===== src/hw/rx_pause_params.svh =====
// Offsets, field positions, reset values and frame constants of the receive pause checker
`ifndef RX_PAUSE_PARAMS_SVH
`define RX_PAUSE_PARAMS_SVH

// Register byte offsets
`define REG_CTRL 8'h00
`define REG_RXEN 8'h04
`define REG_UCAST_LO 8'h08
`define REG_UCAST_HI 8'h0c
`define REG_SRC_LO 8'h10
`define REG_SRC_HI 8'h14
`define REG_STATUS 8'h18
`define REG_DROPS 8'h1c
`define REG_QUANTA0 8'h20
`define REG_QUANTA8 8'h40

// Control register field positions
`define CTRL_GLB_EN 0
`define CTRL_PRI_EN 1
`define CTRL_G_MC 2
`define CTRL_G_UC 3
`define CTRL_G_SA 4
`define CTRL_G_ET 5
`define CTRL_G_OP 6
`define CTRL_P_MC 7
`define CTRL_P_UC 8
`define CTRL_P_SA 9
`define CTRL_P_ET 10
`define CTRL_P_OP 11

// Reset values
`define CTRL_RST 12'hce7
`define RXEN_RST 9'h1ff
`define ADDR_RST 48'h0000_0000_0000

// Frame constants
`define PAUSE_MCAST 48'h0180_c200_0001
`define CTL_ETYPE 16'h8808
`define OPC_GLOBAL 16'h0001
`define OPC_PRIO 16'h0101
`define OPC_PRIO_BIT 8
`define LAST_HDR_WORD 3'h4
`define WORD_CNT_MAX 3'h5
`endif


===== src/hw/rx_pause_pkg.sv =====
// Types shared by the receive pause checker modules
package rx_pause_pkg;
  typedef logic [15:0] quanta_t;
  typedef logic [8:0] class_vec_t;
  typedef logic [47:0] mac_addr_t;
  typedef quanta_t [8:0] quanta_arr_t;
  typedef enum logic [1:0] {
    KIND_GLOBAL = 2'b01,
    KIND_PRIO = 2'b10
  } frame_kind_t;
endpackage


===== src/hw/pause_frame_if.sv =====
// Parsed header fields of one received frame
`timescale 1ns/10ps
interface pause_frame_if;
  import rx_pause_pkg::*;
  logic done;
  mac_addr_t da;
  mac_addr_t sa;
  logic [15:0] etype;
  logic [15:0] opcode;
  logic [191:0] payload;
  modport cap (output done, output da, output sa, output etype, output opcode,
    output payload);
  modport chk (input done, input da, input sa, input etype, input opcode,
    input payload);
endinterface


===== src/hw/pause_hdr_capture.sv =====
// Header capture from the 64-bit receive word stream
`timescale 1ns/10ps
`include "rx_pause_params.svh"
module pause_hdr_capture import rx_pause_pkg::*; (
  // Clock and reset
  input wire logic clk,
  input wire logic rst,
  // Receive words, first byte in the top lane
  input wire logic valid,
  input wire logic sop,
  input wire logic eop,
  input wire logic err,
  input wire logic [63:0] data,
  // Parsed fields
  pause_frame_if.cap frm
);
  logic [2:0] cnt_q;
  logic [2:0] cur;

  // Word index of the current beat; start of frame restarts it
  assign cur = sop ? 3'h0 : cnt_q;

  // Word counter, saturating past the header
  always_ff @(posedge clk) begin
    if (rst) begin
      cnt_q <= 3'h0;
    end else if (valid) begin
      if (eop) begin
        cnt_q <= 3'h0;
      end else if (cur != `WORD_CNT_MAX) begin
        cnt_q <= cur + 3'h1;
      end
    end
  end

  // Field capture; fields stay until the next frame overwrites them
  always_ff @(posedge clk) begin
    if (valid) begin
      unique case (cur)
        3'h0: begin
          frm.da <= data[63:16];
          frm.sa[47:32] <= data[15:0];
        end
        3'h1: begin
          frm.sa[31:0] <= data[63:32];
          frm.etype <= data[31:16];
          frm.opcode <= data[15:0];
        end
        3'h2: frm.payload[191:128] <= data;
        3'h3: frm.payload[127:64] <= data;
        3'h4: frm.payload[63:0] <= data;
        default: ;
      endcase
    end
  end

  // Frame end pulse; errored or runt frames never reach the checks
  always_ff @(posedge clk) begin
    if (rst) begin
      frm.done <= 1'b0;
    end else begin
      frm.done <= valid & eop & ~err & (cur >= `LAST_HDR_WORD);
    end
  end
endmodule


===== src/hw/pause_class_slot.sv =====
// Request, valid and quanta holder for one pause class
`timescale 1ns/10ps
module pause_class_slot import rx_pause_pkg::*; (
  // Clock and reset
  input wire logic clk,
  input wire logic rst,
  // Accepted pause for this class
  input wire logic set,
  input wire quanta_t quanta_in,
  // User acknowledge
  input wire logic ack,
  // Report
  output logic req_q,
  output logic valid_q,
  output quanta_t quanta_q
);
  // Request holds until acknowledged; a new pause beats a same-cycle ack
  always_ff @(posedge clk) begin
    if (rst) begin
      req_q <= 1'b0;
    end else if (set) begin
      req_q <= 1'b1;
    end else if (ack) begin
      req_q <= 1'b0;
    end
  end

  // Valid pulses once, with the quanta it qualifies
  always_ff @(posedge clk) begin
    if (rst) begin
      valid_q <= 1'b0;
    end else begin
      valid_q <= set;
    end
  end

  // Quanta changes only for an accepted frame
  always_ff @(posedge clk) begin
    if (rst) begin
      quanta_q <= 16'h0000;
    end else if (set) begin
      quanta_q <= quanta_in;
    end
  end
endmodule


===== src/hw/rx_pause_check.sv =====
// Receive pause frame checker and reporter with APB control
//
// The address map and register access over APB were left to the implementer.
`timescale 1ns/10ps
`include "rx_pause_params.svh"
module rx_pause_check import rx_pause_pkg::*; (
  // Clock and reset
  input wire logic REF_CLK,
  input wire logic RST,
  // APB slave
  input wire logic PSEL,
  input wire logic PENABLE,
  input wire logic PWRITE,
  input wire logic [7:0] PADDR,
  input wire logic [31:0] PWDATA,
  input wire logic [3:0] PSTRB,
  output logic [31:0] PRDATA,
  output logic PREADY,
  output logic PSLVERR,
  // Receive word stream
  input wire logic RX_VALID,
  input wire logic RX_SOP,
  input wire logic RX_EOP,
  input wire logic RX_ERR,
  input wire logic [63:0] RX_DATA,
  // Pause report to user logic
  output logic [8:0] RX_PAUSE_REQ,
  input wire logic [8:0] RX_PAUSE_ACK,
  output logic [8:0] RX_PAUSE_VALID,
  // Received quanta per class
  output quanta_t RX_QUANTA_PRIO0,
  output quanta_t RX_QUANTA_PRIO1,
  output quanta_t RX_QUANTA_PRIO2,
  output quanta_t RX_QUANTA_PRIO3,
  output quanta_t RX_QUANTA_PRIO4,
  output quanta_t RX_QUANTA_PRIO5,
  output quanta_t RX_QUANTA_PRIO6,
  output quanta_t RX_QUANTA_PRIO7,
  output quanta_t RX_QUANTA_GLOBAL
);
  // Software state
  logic [11:0] ctrl_q;
  class_vec_t rxen_q;
  mac_addr_t ucast_q;
  mac_addr_t src_q;
  logic [15:0] drops_q;

  // Bus state
  logic [31:0] prdata_q;
  logic pslverr_q;

  // Bus decode
  logic setup;
  logic wr_acc;
  logic mapped;
  logic [31:0] rd_data;
  logic [3:0] qidx;

  // Frame checks
  frame_kind_t kind;
  logic mc_hit;
  logic uc_hit;
  logic sa_hit;
  logic et_hit;
  logic g_op_hit;
  logic p_op_hit;
  logic g_da_ok;
  logic p_da_ok;
  logic g_ok;
  logic p_ok;
  class_vec_t set_vec;
  quanta_arr_t q_in;

  // Slot outputs
  class_vec_t req_q;
  class_vec_t valid_q;
  quanta_arr_t quanta_q;

  // Parsed header
  pause_frame_if frm ();

  // Byte-lane merge for APB strobes
  function automatic logic [31:0] lane_merge(input logic [31:0] old,
      input logic [31:0] wd, input logic [3:0] strb);
    logic [31:0] res;
    res = old;
    for (int i = 0; i < 4; i++) begin
      if (strb[i]) begin
        res[i*8 +: 8] = wd[i*8 +: 8];
      end
    end
    return res;
  endfunction

  // Header capture from the word stream
  pause_hdr_capture u_cap (
    .clk(REF_CLK),
    .rst(RST),
    .valid(RX_VALID),
    .sop(RX_SOP),
    .eop(RX_EOP),
    .err(RX_ERR),
    .data(RX_DATA),
    .frm(frm.cap)
  );

  // Field comparisons
  assign mc_hit = (frm.da == `PAUSE_MCAST);
  assign uc_hit = (frm.da == ucast_q);
  assign sa_hit = (frm.sa == src_q);
  assign et_hit = (frm.etype == `CTL_ETYPE);
  assign g_op_hit = (frm.opcode == `OPC_GLOBAL);
  assign p_op_hit = (frm.opcode == `OPC_PRIO);

  // Opcode bit 8 sorts the kind so each opcode check stays meaningful
  assign kind = frm.opcode[`OPC_PRIO_BIT] ? KIND_PRIO : KIND_GLOBAL;

  // Destination passes if any enabled address matches, or none is enabled
  assign g_da_ok = ~(ctrl_q[`CTRL_G_MC] | ctrl_q[`CTRL_G_UC])
    | (ctrl_q[`CTRL_G_MC] & mc_hit)
    | (ctrl_q[`CTRL_G_UC] & uc_hit);
  assign p_da_ok = ~(ctrl_q[`CTRL_P_MC] | ctrl_q[`CTRL_P_UC])
    | (ctrl_q[`CTRL_P_MC] & mc_hit)
    | (ctrl_q[`CTRL_P_UC] & uc_hit);

  // Global pause acceptance
  always_comb begin
    g_ok = frm.done & (kind == KIND_GLOBAL);
    g_ok = g_ok & ctrl_q[`CTRL_GLB_EN];
    g_ok = g_ok & g_da_ok;
    g_ok = g_ok & (~ctrl_q[`CTRL_G_SA] | sa_hit);
    g_ok = g_ok & (~ctrl_q[`CTRL_G_ET] | et_hit);
    g_ok = g_ok & (~ctrl_q[`CTRL_G_OP] | g_op_hit);
  end

  // Priority pause acceptance
  always_comb begin
    p_ok = frm.done & (kind == KIND_PRIO);
    p_ok = p_ok & ctrl_q[`CTRL_PRI_EN];
    p_ok = p_ok & p_da_ok;
    p_ok = p_ok & (~ctrl_q[`CTRL_P_SA] | sa_hit);
    p_ok = p_ok & (~ctrl_q[`CTRL_P_ET] | et_hit);
    p_ok = p_ok & (~ctrl_q[`CTRL_P_OP] | p_op_hit);
  end

  // Class set pulses; class enable vector picks the priorities
  always_comb begin
    for (int i = 0; i < 8; i++) begin
      set_vec[i] = p_ok & frm.payload[176 + i];
    end
    set_vec[8] = g_ok;
  end

  // Quanta lanes: global quanta sits where the class vector would be
  always_comb begin
    for (int i = 0; i < 8; i++) begin
      q_in[i] = frm.payload[175 - 16*i -: 16];
    end
    q_in[8] = frm.payload[191:176];
  end

  // One holder per class; the per-class enable is not an input here
  for (genvar c = 0; c < 9; c++) begin : g_slot
    pause_class_slot u_slot (
      .clk(REF_CLK),
      .rst(RST),
      .set(set_vec[c]),
      .quanta_in(q_in[c]),
      .ack(RX_PAUSE_ACK[c]),
      .req_q(req_q[c]),
      .valid_q(valid_q[c]),
      .quanta_q(quanta_q[c])
    );
  end

  // Reporting gated per class; internal state keeps running regardless
  assign RX_PAUSE_REQ = req_q & rxen_q;
  assign RX_PAUSE_VALID = valid_q & rxen_q;

  // Quanta outputs straight from the slot flops
  assign RX_QUANTA_PRIO0 = quanta_q[0];
  assign RX_QUANTA_PRIO1 = quanta_q[1];
  assign RX_QUANTA_PRIO2 = quanta_q[2];
  assign RX_QUANTA_PRIO3 = quanta_q[3];
  assign RX_QUANTA_PRIO4 = quanta_q[4];
  assign RX_QUANTA_PRIO5 = quanta_q[5];
  assign RX_QUANTA_PRIO6 = quanta_q[6];
  assign RX_QUANTA_PRIO7 = quanta_q[7];
  assign RX_QUANTA_GLOBAL = quanta_q[8];

  // Rejected frame counter; saturates rather than wraps
  always_ff @(posedge REF_CLK) begin
    if (RST) begin
      drops_q <= 16'h0000;
    end else if (frm.done & ~(g_ok | p_ok) & (drops_q != 16'hffff)) begin
      drops_q <= drops_q + 16'h0001;
    end
  end

  // APB phases
  assign setup = PSEL & ~PENABLE;
  assign wr_acc = PSEL & PENABLE & PWRITE;
  assign qidx = 4'((PADDR - `REG_QUANTA0) >> 2);

  // Read mux and map check
  always_comb begin
    rd_data = 32'h0000_0000;
    mapped = 1'b1;
    unique case (PADDR)
      `REG_CTRL: rd_data[11:0] = ctrl_q;
      `REG_RXEN: rd_data[8:0] = rxen_q;
      `REG_UCAST_LO: rd_data = ucast_q[31:0];
      `REG_UCAST_HI: rd_data[15:0] = ucast_q[47:32];
      `REG_SRC_LO: rd_data = src_q[31:0];
      `REG_SRC_HI: rd_data[15:0] = src_q[47:32];
      `REG_STATUS: rd_data[8:0] = req_q;
      `REG_DROPS: rd_data[15:0] = drops_q;
      default: begin
        if (PADDR >= `REG_QUANTA0 && PADDR <= `REG_QUANTA8
            && PADDR[1:0] == 2'b00) begin
          rd_data[15:0] = quanta_q[qidx];
        end else begin
          mapped = 1'b0;
        end
      end
    endcase
  end

  // Read data and error latched in setup, so access-phase outputs are flops
  always_ff @(posedge REF_CLK) begin
    if (RST) begin
      prdata_q <= 32'h0000_0000;
      pslverr_q <= 1'b0;
    end else if (setup) begin
      prdata_q <= PWRITE ? 32'h0000_0000 : rd_data;
      pslverr_q <= ~mapped;
    end
  end

  // Zero-wait slave
  assign PREADY = 1'b1;
  assign PRDATA = prdata_q;
  assign PSLVERR = pslverr_q;

  // Control and enable writes
  always_ff @(posedge REF_CLK) begin
    if (RST) begin
      ctrl_q <= `CTRL_RST;
      rxen_q <= `RXEN_RST;
    end else if (wr_acc) begin
      if (PADDR == `REG_CTRL) begin
        ctrl_q <= 12'(lane_merge({20'h00000, ctrl_q}, PWDATA, PSTRB));
      end
      if (PADDR == `REG_RXEN) begin
        rxen_q <= 9'(lane_merge({23'h000000, rxen_q}, PWDATA, PSTRB));
      end
    end
  end

  // Unicast destination address writes
  always_ff @(posedge REF_CLK) begin
    if (RST) begin
      ucast_q <= `ADDR_RST;
    end else if (wr_acc) begin
      if (PADDR == `REG_UCAST_LO) begin
        ucast_q[31:0] <= lane_merge(ucast_q[31:0], PWDATA, PSTRB);
      end
      if (PADDR == `REG_UCAST_HI) begin
        ucast_q[47:32] <= 16'(lane_merge({16'h0000, ucast_q[47:32]}, PWDATA, PSTRB));
      end
    end
  end

  // Expected source address writes
  always_ff @(posedge REF_CLK) begin
    if (RST) begin
      src_q <= `ADDR_RST;
    end else if (wr_acc) begin
      if (PADDR == `REG_SRC_LO) begin
        src_q[31:0] <= lane_merge(src_q[31:0], PWDATA, PSTRB);
      end
      if (PADDR == `REG_SRC_HI) begin
        src_q[47:32] <= 16'(lane_merge({16'h0000, src_q[47:32]}, PWDATA, PSTRB));
      end
    end
  end
endmodule


===== config.mk =====
export PLATFORM = sky130hd
export DESIGN_NAME = rx_pause_check
export DESIGN_NICKNAME = d
export VERILOG_FILES = /design/src/hw/rx_pause_pkg.sv /design/src/hw/pause_frame_if.sv /design/src/hw/pause_hdr_capture.sv /design/src/hw/pause_class_slot.sv /design/src/hw/rx_pause_check.sv
export VERILOG_INCLUDE_DIRS = /design/src /design/src/hw
export SDC_FILE = /design/constraint.sdc
export NUM_CORES = 1
export LEC_CHECK = 0
export ABC_CLOCK_PERIOD_IN_PS = 6700
export BUFFER_PORTS_ARGS = -buffer_cell sky130_fd_sc_hd__buf_2
export CORE_MARGIN = 4
export CORE_UTILIZATION = 25
export CTS_CLUSTER_SIZE = 8
export DETAILED_ROUTE_END_ITERATION = 12
export HOLD_SLACK_MARGIN = 0.03
export PLACE_DENSITY_LB_ADDON = 0.25
export SLEW_MARGIN = 20
export SYNTH_ARGS = -nofsm -noshare
export SYNTH_HDL_FRONTEND = slang
export SYNTH_SLANG_ARGS = --single-unit
export TNS_END_PERCENT = 10

===== constraint.sdc =====
create_clock -name REF_CLK -period 6.7 [get_ports REF_CLK]
set_input_delay 0.67 -clock REF_CLK [delete_from_list [all_inputs] [get_ports REF_CLK]]
set_output_delay 0.67 -clock REF_CLK [all_outputs]
set_load 0.005 [all_outputs]

[Word level (Yosys, flattened, before mapping)]
Cells that the tools add are included.
Cells by class
  add/sub/neg operators: 3
  magnitude comparators: 4
  eq/ne operators: 21
  mux-type cells: 32
  bitwise gates (word level): 59
  reduce and logical (&&, ||, !) cells: 40
Operator list (number)
  $eq 48x48->1: 2
  $pmux 9 s8: 1
  $bmux 16 s4: 1
  $eq 48x41->1 const B: 1
  $reduce_and 3->1: 16
  $and 1x1->1: 32
  $eq 8x5->1 const B: 4
  $mux 16: 2
  $mux 32: 1
  $pmux 16 s2: 1
  $pmux 4 s6: 1
  $pmux 3 s7: 1
  $mux 1: 20
  $reduce_bool 2->1: 10
  $and 9x9->9: 2
  $add 16x1->16 const B: 1
  $eq 16x1->1 const B: 1
  $eq 16x16->1 const B: 1
  $eq 16x9->1 const B: 1
  $eq 8x4->1 const B: 2
  $ne 16x16->1 const B: 1
  $or 1x1->1: 13
  $not 1->1: 12
  $reduce_and 2->1: 6
  other kinds (22): 26
Word-level totals
  flip-flop bits (word level): 652
  bits of input ports: 126
  output and inout bits: 196
  word-level logic and storage cells: 215

[Depth between registers and ports, before layout]
Gate-level depths: netlist (run 1).
  depth after elaboration: 12
  depth in mapped cells: 10
  gate-level depth less buffers: 9

[Modules after synthesis]
From an unflattened synthesis (run 1), not the netlist that was laid out.
Unflattened totals
  cell total of the unflattened synthesis: 1989
  area total of the unflattened synthesis: 25276.7 µm²
Modules (own cells, without submodules)
  pause_hdr_capture: times used 1, cells each 352, area each 9893.2 µm², seq. area each 9689.3 µm²
  rx_pause_check: times used 1, cells each 1115, area each 9618.0 µm², seq. area each 3323.2 µm²
  pause_class_slot: times used 9, cells each 58, area each 640.6 µm², seq. area each 360.3 µm²

[Least setup slack after synthesis (run 1)]
OpenSTA, ideal clock, no wires.
  path type: input to register
  start: in RX_SOP
  end: reg u_cap.frm.da[0], enable pin
  setup time: 0.493 ns
  data arrival time: 3.855 ns
  data required time: 6.207 ns
  path slack: 2.352 ns
  cell stages on the path: 4
  buffers on the path: 0
  cells stage by stage: nand2b_1 > ha_1 > nand2_1 > nor2b_1
On the way
  longest elaborated chain between the ends: 3
Ends and longest elaborated chain
  from (decl): line rx_pause_check.sv:22  | input wire logic RX_SOP,
  $mux 3: line pause_hdr_capture.sv:21  | assign cur = sop ? 3'h0 : cnt_q;
  $logic_not 3->1: line pause_hdr_capture.sv:39  | unique case (cur)
  $reduce_and 2->1 (no source line)
  to (signal assigned): line pause_hdr_capture.sv:41  | frm.da <= data[63:16];
  to (decl): line pause_frame_if.sv:11  | modport cap (output done, output da, output sa, output etype, output opcode,
No other way between the ends.
A chain may end at the register's enable or synchronous reset.

[Final worst setup path (run 1)]
  start: in PADDR[1]
  end: reg ucast_q[22]
On the way
  longest elaborated chain between the ends: 2
Ends and longest elaborated chain
  from (decl): line rx_pause_check.sv:14  | input wire logic [7:0] PADDR,
  $eq 8x4->1
  $reduce_and 3->1 (no source line)
  to (signal assigned): line rx_pause_check.sv:263  | ucast_q <= `ADDR_RST;
  to (signal assigned): line rx_pause_check.sv:266  | ucast_q[31:0] <= lane_merge(ucast_q[31:0], PWDATA, PSTRB);
  to (decl): line rx_pause_check.sv:44  | mac_addr_t ucast_q;
No other way between the ends.

==> results of run 1 <==
## flip-flops by register name (all words and copies together) (netlist names), 3 cells and up
register	flops
src_q	48
ucast_q	48
PRDATA	32
rxen_q	9
g_slot.u_slot.valid_q	9
u_cap.frm.opcode	16
u_cap.cnt_q	3
ctrl_q	12
u_cap.frm.etype	16
drops_q	16
g_slot.u_slot.quanta_q	144
u_cap.frm.da	48
u_cap.frm.sa	48
u_cap.frm.payload	144
g_slot.u_slot.req_q	9
## kinds of logic (layout without fill, tap and decap cells)
family          Yosys count  count (layout)
buf+inv                 141             492
xor+xnor                 97              97
mux                     166             166
other cells               1               4
compound gates          330             330
fa+ha+maj                 6               6
simple gates            649             649
flops                   604             604
## synthesized netlist by cell type (11+ instances only)
cell type / number
buf_4: 17
nor2_1: 173
a22oi_1: 55
mux4_2: 32
buf_2: 25
nand2b_1: 16
a21oi_1: 169
nor4_1: 11
and3_1: 16
dfxtp_1: 332
a221oi_1: 15
nor2b_1: 13
mux2i_1: 116
nand4_1: 34
buf_6: 13
edfxtp_1: 272
nand2_1: 160
mux2_2: 17
a22o_1: 31
xnor2_1: 96
nand3_1: 140
and2_1: 21
clkbuf_1: 73
## how the worst min path moves through the flow
stage              startpoint        endpoint  slack [ns]  cells past startpoint
2_1_floorplan  u_cap.cnt_q[1]  u_cap.cnt_q[1]        0.43                      2
3_3_place_gp   u_cap.cnt_q[0]  u_cap.cnt_q[0]        0.44                      2
3_5_place_dp   u_cap.cnt_q[0]  u_cap.cnt_q[0]        0.46                      2
4_1_cts                RX_ERR  u_cap.frm.done        0.22                      2
5_1_grt                RX_ERR  u_cap.frm.done        0.23                      2
6_report               RX_ERR  u_cap.frm.done        0.23                      2
## per-stage QoR
stage	total power [mW]	hold WS, ns	utilization (%)	area [um^2]	std cells
finish	8.24	0.233	30.6	29100	3613
global route	8.48	0.227	30.6	29100	3610
CTS	8.31	0.220	30.6	29100	3610
detailed placement	4.27	0.462	28.0	26600	3465
global placement	4.27	0.439	28.0	26600	3465
floorplan	4.10	0.432	-	23900	1994
## power by group
group / switching, mW / internal [mW] / total [mW]
Combinational: 0.197 / 0.0695 / 0.267
Sequential: 0.0348 / 3.90 / 3.93
Clock: 1.65 / 2.40 / 4.05
Total: 1.88 / 6.36 / 8.24
## area by class of cell
cell class,instances,area (um^2)
Fill cell,9785,65900
Sequential cell,604,14800
Multi-Input combinational cell,1249,8430
Clock buffer,139,2360
Timing Repair Buffer,338,1770
Tap cell,1265,1580
Clock inverter,6,100
Inverter,9,33.8
Antenna cell,3,7.51
## worst register-to-register path: stages (launching register included)
cell      delay [ns]
edfxtp_1        0.48
xnor2_1         0.23
nand4_1         0.13
nor4_2          0.52
nand4_1         0.27
a221oi_4        0.38
buf_12          0.56
nand2_2         0.66
nand2_1         0.22
a21oi_1         0.08
## per-layer routing
metal	GRT usage [%]	vias to the layer above	routed length, um
li1	-	7927	-
met1	27.0	9377	45300
met2	33.8	843	50900
met3	5.21	117	9110
met4	4.80	0	2250
met5	0	-	0
==> summary.md, run 1 <==
| Metric | Value |
|---|---|
| Clock tree buffer depth | `3` |
| Area grow syn2layout | `21.6%` |
| Die width | `317 um` |
| Synth top area cells | `edfxtp_1 (34%), dfxtp_1 (28%), mux2i_1 (4.9%), a21oi_1 (3.5%), xnor2_1 (3.5%)` |
| Reg2reg start | `u_cap.frm.da[38]` |
| Status | `complete, no violations` |
| Syn_nets | `2126` |
| Sink Count | `604` |
| Arrival time worst endpoint | `4.44 ns` |
| Largest family of logic cells by synthesized area | `simple AND/OR/NAND/NOR gates` |
| Final Critical Period | `3.96 ns` |
| Final setup viols | `0` |
| Die footprint | `101000 um^2` |
| Nets | `2419` |
| Multiplexer share of the synthesized area | `8.73%` |
| Ports | `322` |
| Post-synth EDFFs | `272` |
| Distinct cells, synth | `64` |
| Global-route wire length before repair | `147000 um` |
| DRT Wirelength | `107000 um` |
| CP delay by family, top | `simple AND/OR/NAND/NOR gates` |
| Xor and xnor area share after synthesis | `3.55%` |
| PwrDens | `283 nW/um^2` |
| Setup_tns | `0 ns` |
| Post-DRT Antenna Nets | `0` |
| CP max stage cell | `and3_1` |
| Gr ovfl total | `0` |
| Worst-Margin Slew | `1.14 ns` |
| Max VDD drop | `0.191 mV` |
| Maximum number of pins on one net before global-route repair | `202` |
| Placeable Area | `95000 um^2` |
| Layout cell share with drive strength beyond 1 | `22.5%` |
| Asr flop ratio synth | `0%` |
| Most common cell after layout, fill and taps aside | `dfxtp_1` |
| Setup bufs post-CTS | `0` |
| Ys Warns | `0` |
| Max Cap Violations | `0` |
| Inserted Clock Buffers | `85` |
| Main synth FF type | `dfxtp_1` |
| Synth Area in Adders | `0.314%` |
| Post-DP HPWL | `80400 um` |
| Synth Area in Compound Gates | `9.07%` |
| First-pass DRT Iterations | `7` |
| Initial Util | `25.2%` |
| Crit-path max FO | `22` |
| H-Tree Depth | `3` |
| Sequential share of the synthesized area | `61.9%` |
| Worst path cell trace | `buf_2 > nor4_1 > nor2b_2 > and3_1 > buf_4 > and3_1 > mux2i_1 > nor2_1` |
| CP Depth | `8` |
| Reg-to-Reg End | `g_slot[3].u_slot.quanta_q[11]` |
| RSZ-0062 raised after global routing | `false` |
| Critical path capture point type | `register` |
| Setup slack, reg-to-reg | `2.99 ns` |
| Syn_area_per_cell | `12.0 um^2` |
| Die Ht | `317 um` |
| Max-slew violation count | `0` |
| Leakage power total | `10.1 nW` |
| Final WS setup | `2.74 ns` |
| Worst-Skew Late Latency | `0.63 ns` |
| Setup crit start kind | `input pin` |
| Post-CTS sizing | `0` |
| Root Buffer | `clkbuf_16` |
| RePlAce Congestion | `0.948` |
| WP data required | `7.18 ns` |
| Clk_skew | `0.0215 ns` |
| Final number of hold-violating endpoints | `0` |
| Crit share post-route | `59.1%` |
| Crit-path max cell delay | `1.03 ns` |
| Setup CP Type | `in -> reg` |
| CTS tree | `done` |
| # hold bufs at CTS | `0` |
| Worst hold path class | `in -> reg` |
| Crit-path most repeated cell | `and3_1` |
| Overall routing resource usage | `20.5%` |
| Initial antenna violation count | `12` |
| DRC | `0` |
| Top-area cell type share of the netlist area | `34.1%` |
| Bufs and invs on worst path | `2` |
| Drt wl/cell | `29.7 um` |
| Synth Instances | `1994` |
| End of the critical path | `ucast_q[22]` |
| Most frequent cells in the layout | `dfxtp_1 (332), buf_2 (319), edfxtp_1 (272)` |
| Site row count | `113` |
| Register-to-Register Path Depth | `9` |
| Crit. Startpoint | `PADDR[1]` |
| Mapped Area | `23900 um^2` |
| DR vias | `18264` |
| I/O Buffers | `320` |
| Simple-gate share of the synthesized area | `13.4%` |
| Fmax | `0.253 GHz` |
| Drt via density | `5.06` |
| Clock Pin Slew Worst Setup and Hold Paths | `0.05 ns` |
| Violation count after the first detailed-routing iteration | `1843` |
| Vias in the first global route | `18194` |
| Slew HR | `24.3%` |
| DP Worst Slack | `1.85 ns` |
| Leading area contributor after synthesis | `edfxtp_1` |
| Number of synthesized register bits | `604` |
(Power assumes the default switching activity.)
==> inputs of run 2 (changes only) <==
--- a/config.mk
+++ b/config.mk
@@ -6,7 +6,7 @@
 export SDC_FILE = /design/constraint.sdc
 export NUM_CORES = 1
 export LEC_CHECK = 0
-export ABC_CLOCK_PERIOD_IN_PS = 6700
+export ABC_CLOCK_PERIOD_IN_PS = 3200
 export BUFFER_PORTS_ARGS = -buffer_cell sky130_fd_sc_hd__buf_2
 export CORE_MARGIN = 4
 export CORE_UTILIZATION = 25
==> constraint.sdc (replaced) <==
create_clock -name REF_CLK -period 3.2 [get_ports REF_CLK]
set_input_delay 0.32 -clock REF_CLK [delete_from_list [all_inputs] [get_ports REF_CLK]]
set_output_delay 0.32 -clock REF_CLK [all_outputs]
set_load 0.005 [all_outputs]
==> summary.md, run 2 (synthesis gave the netlist of run 1 again) <==
| Metric | Value |
|---|---|
| Power Total | `17.7 mW (was 8.24 mW)` |
| Top flop regs | `g_slot.u_slot.quanta_q (144), u_cap.frm.payload (144) (unchanged)` |
| PwrDens | `576 nW/um^2 (was 283 nW/um^2)` |
| Initial Util | `25.2% (unchanged)` |
| Critical path capture point type | `register (unchanged)` |
| Register-to-Register Path Depth | `9 (unchanged)` |
| Most common cell after layout, fill and taps aside | `dfxtp_1 (unchanged)` |
| Sink Count | `604 (unchanged)` |
| Max VDD drop | `0.357 mV (was 0.191 mV)` |
| Fillers | `9637 (was 9785)` |
| Clock tree buffer depth | `3 (unchanged)` |
| Inserted Clock Buffers | `87 (was 85)` |
| Worst-Skew Late Latency | `0.63 ns (about the same)` |
| Violation count after the first detailed-routing iteration | `1904 (was 1843)` |
| Clk_skew | `0.0295 ns (was 0.0215 ns)` |
| Clock Pin Slew Worst Setup and Hold Paths | `0.05 ns (about the same)` |
| Nets | `2560 (was 2419)` |
| Overall routing resource usage | `20.9% (was 20.5%)` |
| Global-route wire length before repair | `150000 um (was 147000 um)` |
| Most frequent cells in the layout | `dfxtp_1 (332), buf_2 (319), edfxtp_1 (272) (unchanged)` |
| Worst hold margin | `0.0418 ns (was 0.233 ns)` |
| Die width | `317 um (unchanged)` |
| RSZ-0062 raised after global routing | `false (unchanged)` |
| Max-slew violation count | `0 (unchanged)` |
| I/O Buffers | `320 (unchanged)` |
| Post-DRT Antenna Nets | `0 (unchanged)` |
| Fin util | `32.3% (was 30.6%)` |
| Post-DP Area | `27300 um^2 (was 26600 um^2)` |
| Gr ovfl total | `0 (unchanged)` |
| Site row count | `113 (unchanged)` |
| Fmax | `0.332 GHz` |
| Setup_tns | `0 ns (unchanged)` |
| Layout cell share with drive strength beyond 1 | `24.0% (was 22.5%)` |
| Area grow syn2layout | `28.1% (was 21.6%)` |
| Initial antenna violation count | `18 (was 12)` |
| Status | `complete, no violations (unchanged)` |
| Placed Cells | `3529 (was 3465)` |
| Ports | `322 (unchanged)` |
| DP Worst Slack | `-0.0667 ns (was 1.85 ns)` |
| Vias in the first global route | `18648 (was 18194)` |
| Drt wl/cell | `29.3 um (was 29.7 um)` |
| Post-DP HPWL | `83700 um (was 80400 um)` |
| Placeable Area | `95000 um^2 (unchanged)` |
| Post-Layout Cell Count | `3755 (was 3613)` |
| Register area | `14800 um^2 (unchanged)` |
| Area of the multi-input gates | `8410 um^2 (was 8430 um^2)` |
| Root Buffer | `clkbuf_16 (unchanged)` |
| Drt via density | `5.02 (was 5.06)` |
| Final number of hold-violating endpoints | `0 (unchanged)` |
| Hold depth | `1 (was 2)` |
| Slew HR | `33.9% (was 24.3%)` |
| Worst-Margin Slew | `0.966 ns (was 1.14 ns)` |
| Die footprint | `101000 um^2 (unchanged)` |
| CTS tree | `done (unchanged)` |
| Setup crit start kind | `register (was input pin)` |
| Final setup viols | `0 (unchanged)` |
| Setup slack, reg-to-reg | `0.19 ns (was 2.99 ns)` |
| Setup CP Type | `reg -> reg (was in -> reg)` |
| Crit-path max FO | `43 (was 22)` |
| DRT Wirelength | `110000 um (was 107000 um)` |
| H-Tree Depth | `3 (unchanged)` |
| First-pass DRT Iterations | `6 (was 7)` |
| Maximum number of pins on one net before global-route repair | `100 (was 202)` |
| Die Ht | `317 um (unchanged)` |
| DRC | `0 (unchanged)` |
| Worst hold path class | `in -> reg (unchanged)` |
| Final Critical Period | `3.01 ns` |
| Arrival time worst endpoint | `3.57 ns (was 4.44 ns)` |
| Max Cap Violations | `0 (unchanged)` |
| Final WS setup | `0.188 ns (was 2.74 ns)` |
| DR vias | `18846 (was 18264)` |
| Leakage power total | `10.9 nW (was 10.1 nW)` |
| RePlAce Congestion | `1.00 (was 0.948)` |
| Final instance area | `30700 um^2 (was 29100 um^2)` |
| WP data required | `3.76 ns (was 7.18 ns)` |
| Crit share post-route | `94.1%` |
## run 2: timing repair
action                    in CTS  in global routing
buffers inserted               0                  0
resized for setup              0                  0
hold endpoints to repair     207                  1
hold buffers                  74                  1
## run 2: power by group
group,total [mW],switching (mW),internal [mW]
registers,8.22,0.0647,8.16
clock network,8.78,3.50,5.28
logic,0.668,0.445,0.223
## run 2: final cells by class
cell class                 count  area share, %
antenna                        2         0.0163
clock inverter                 6          0.290
multi-input combinational   1249           27.4
clock buffer                 143           8.12
inverter                       9          0.110
timing repair buffer         477           10.6
tap                         1265           5.16
sequential                   604           48.3
## run 2: layer usage
layer | wire length (um) | global-route usage, % | vias up
li1 | - | - | 8208
met1 | 45900 | 27.3 | 9589
met2 | 51600 | 34.3 | 894
met3 | 9430 | 5.34 | 149
met4 | 2980 | 6.03 | 6
met5 | 41 | 0 | -
## run 2: critical path, stage by stage, from the launching register on
cell,delay (ns)
dfxtp_1,0.58
xnor2_1,0.17
nand4_1,0.12
nor4_2,0.51
nand4_1,0.26
a221oi_4,0.40
buf_12,0.29
buf_12,0.25
nand3_1,0.13
a21oi_1,0.18
## run 2: final timing paths
| check | to | start |
|---|---|---|
| max | g_slot[2].u_slot.quanta_q[11] | ucast_q[0] |
| min | u_cap.frm.da[22] | RX_DATA[38] |
| max reg2reg | g_slot[2].u_slot.quanta_q[11] | ucast_q[0] |
| min reg2reg | g_slot[8].u_slot.quanta_q[13] | u_cap.frm.payload[189] |
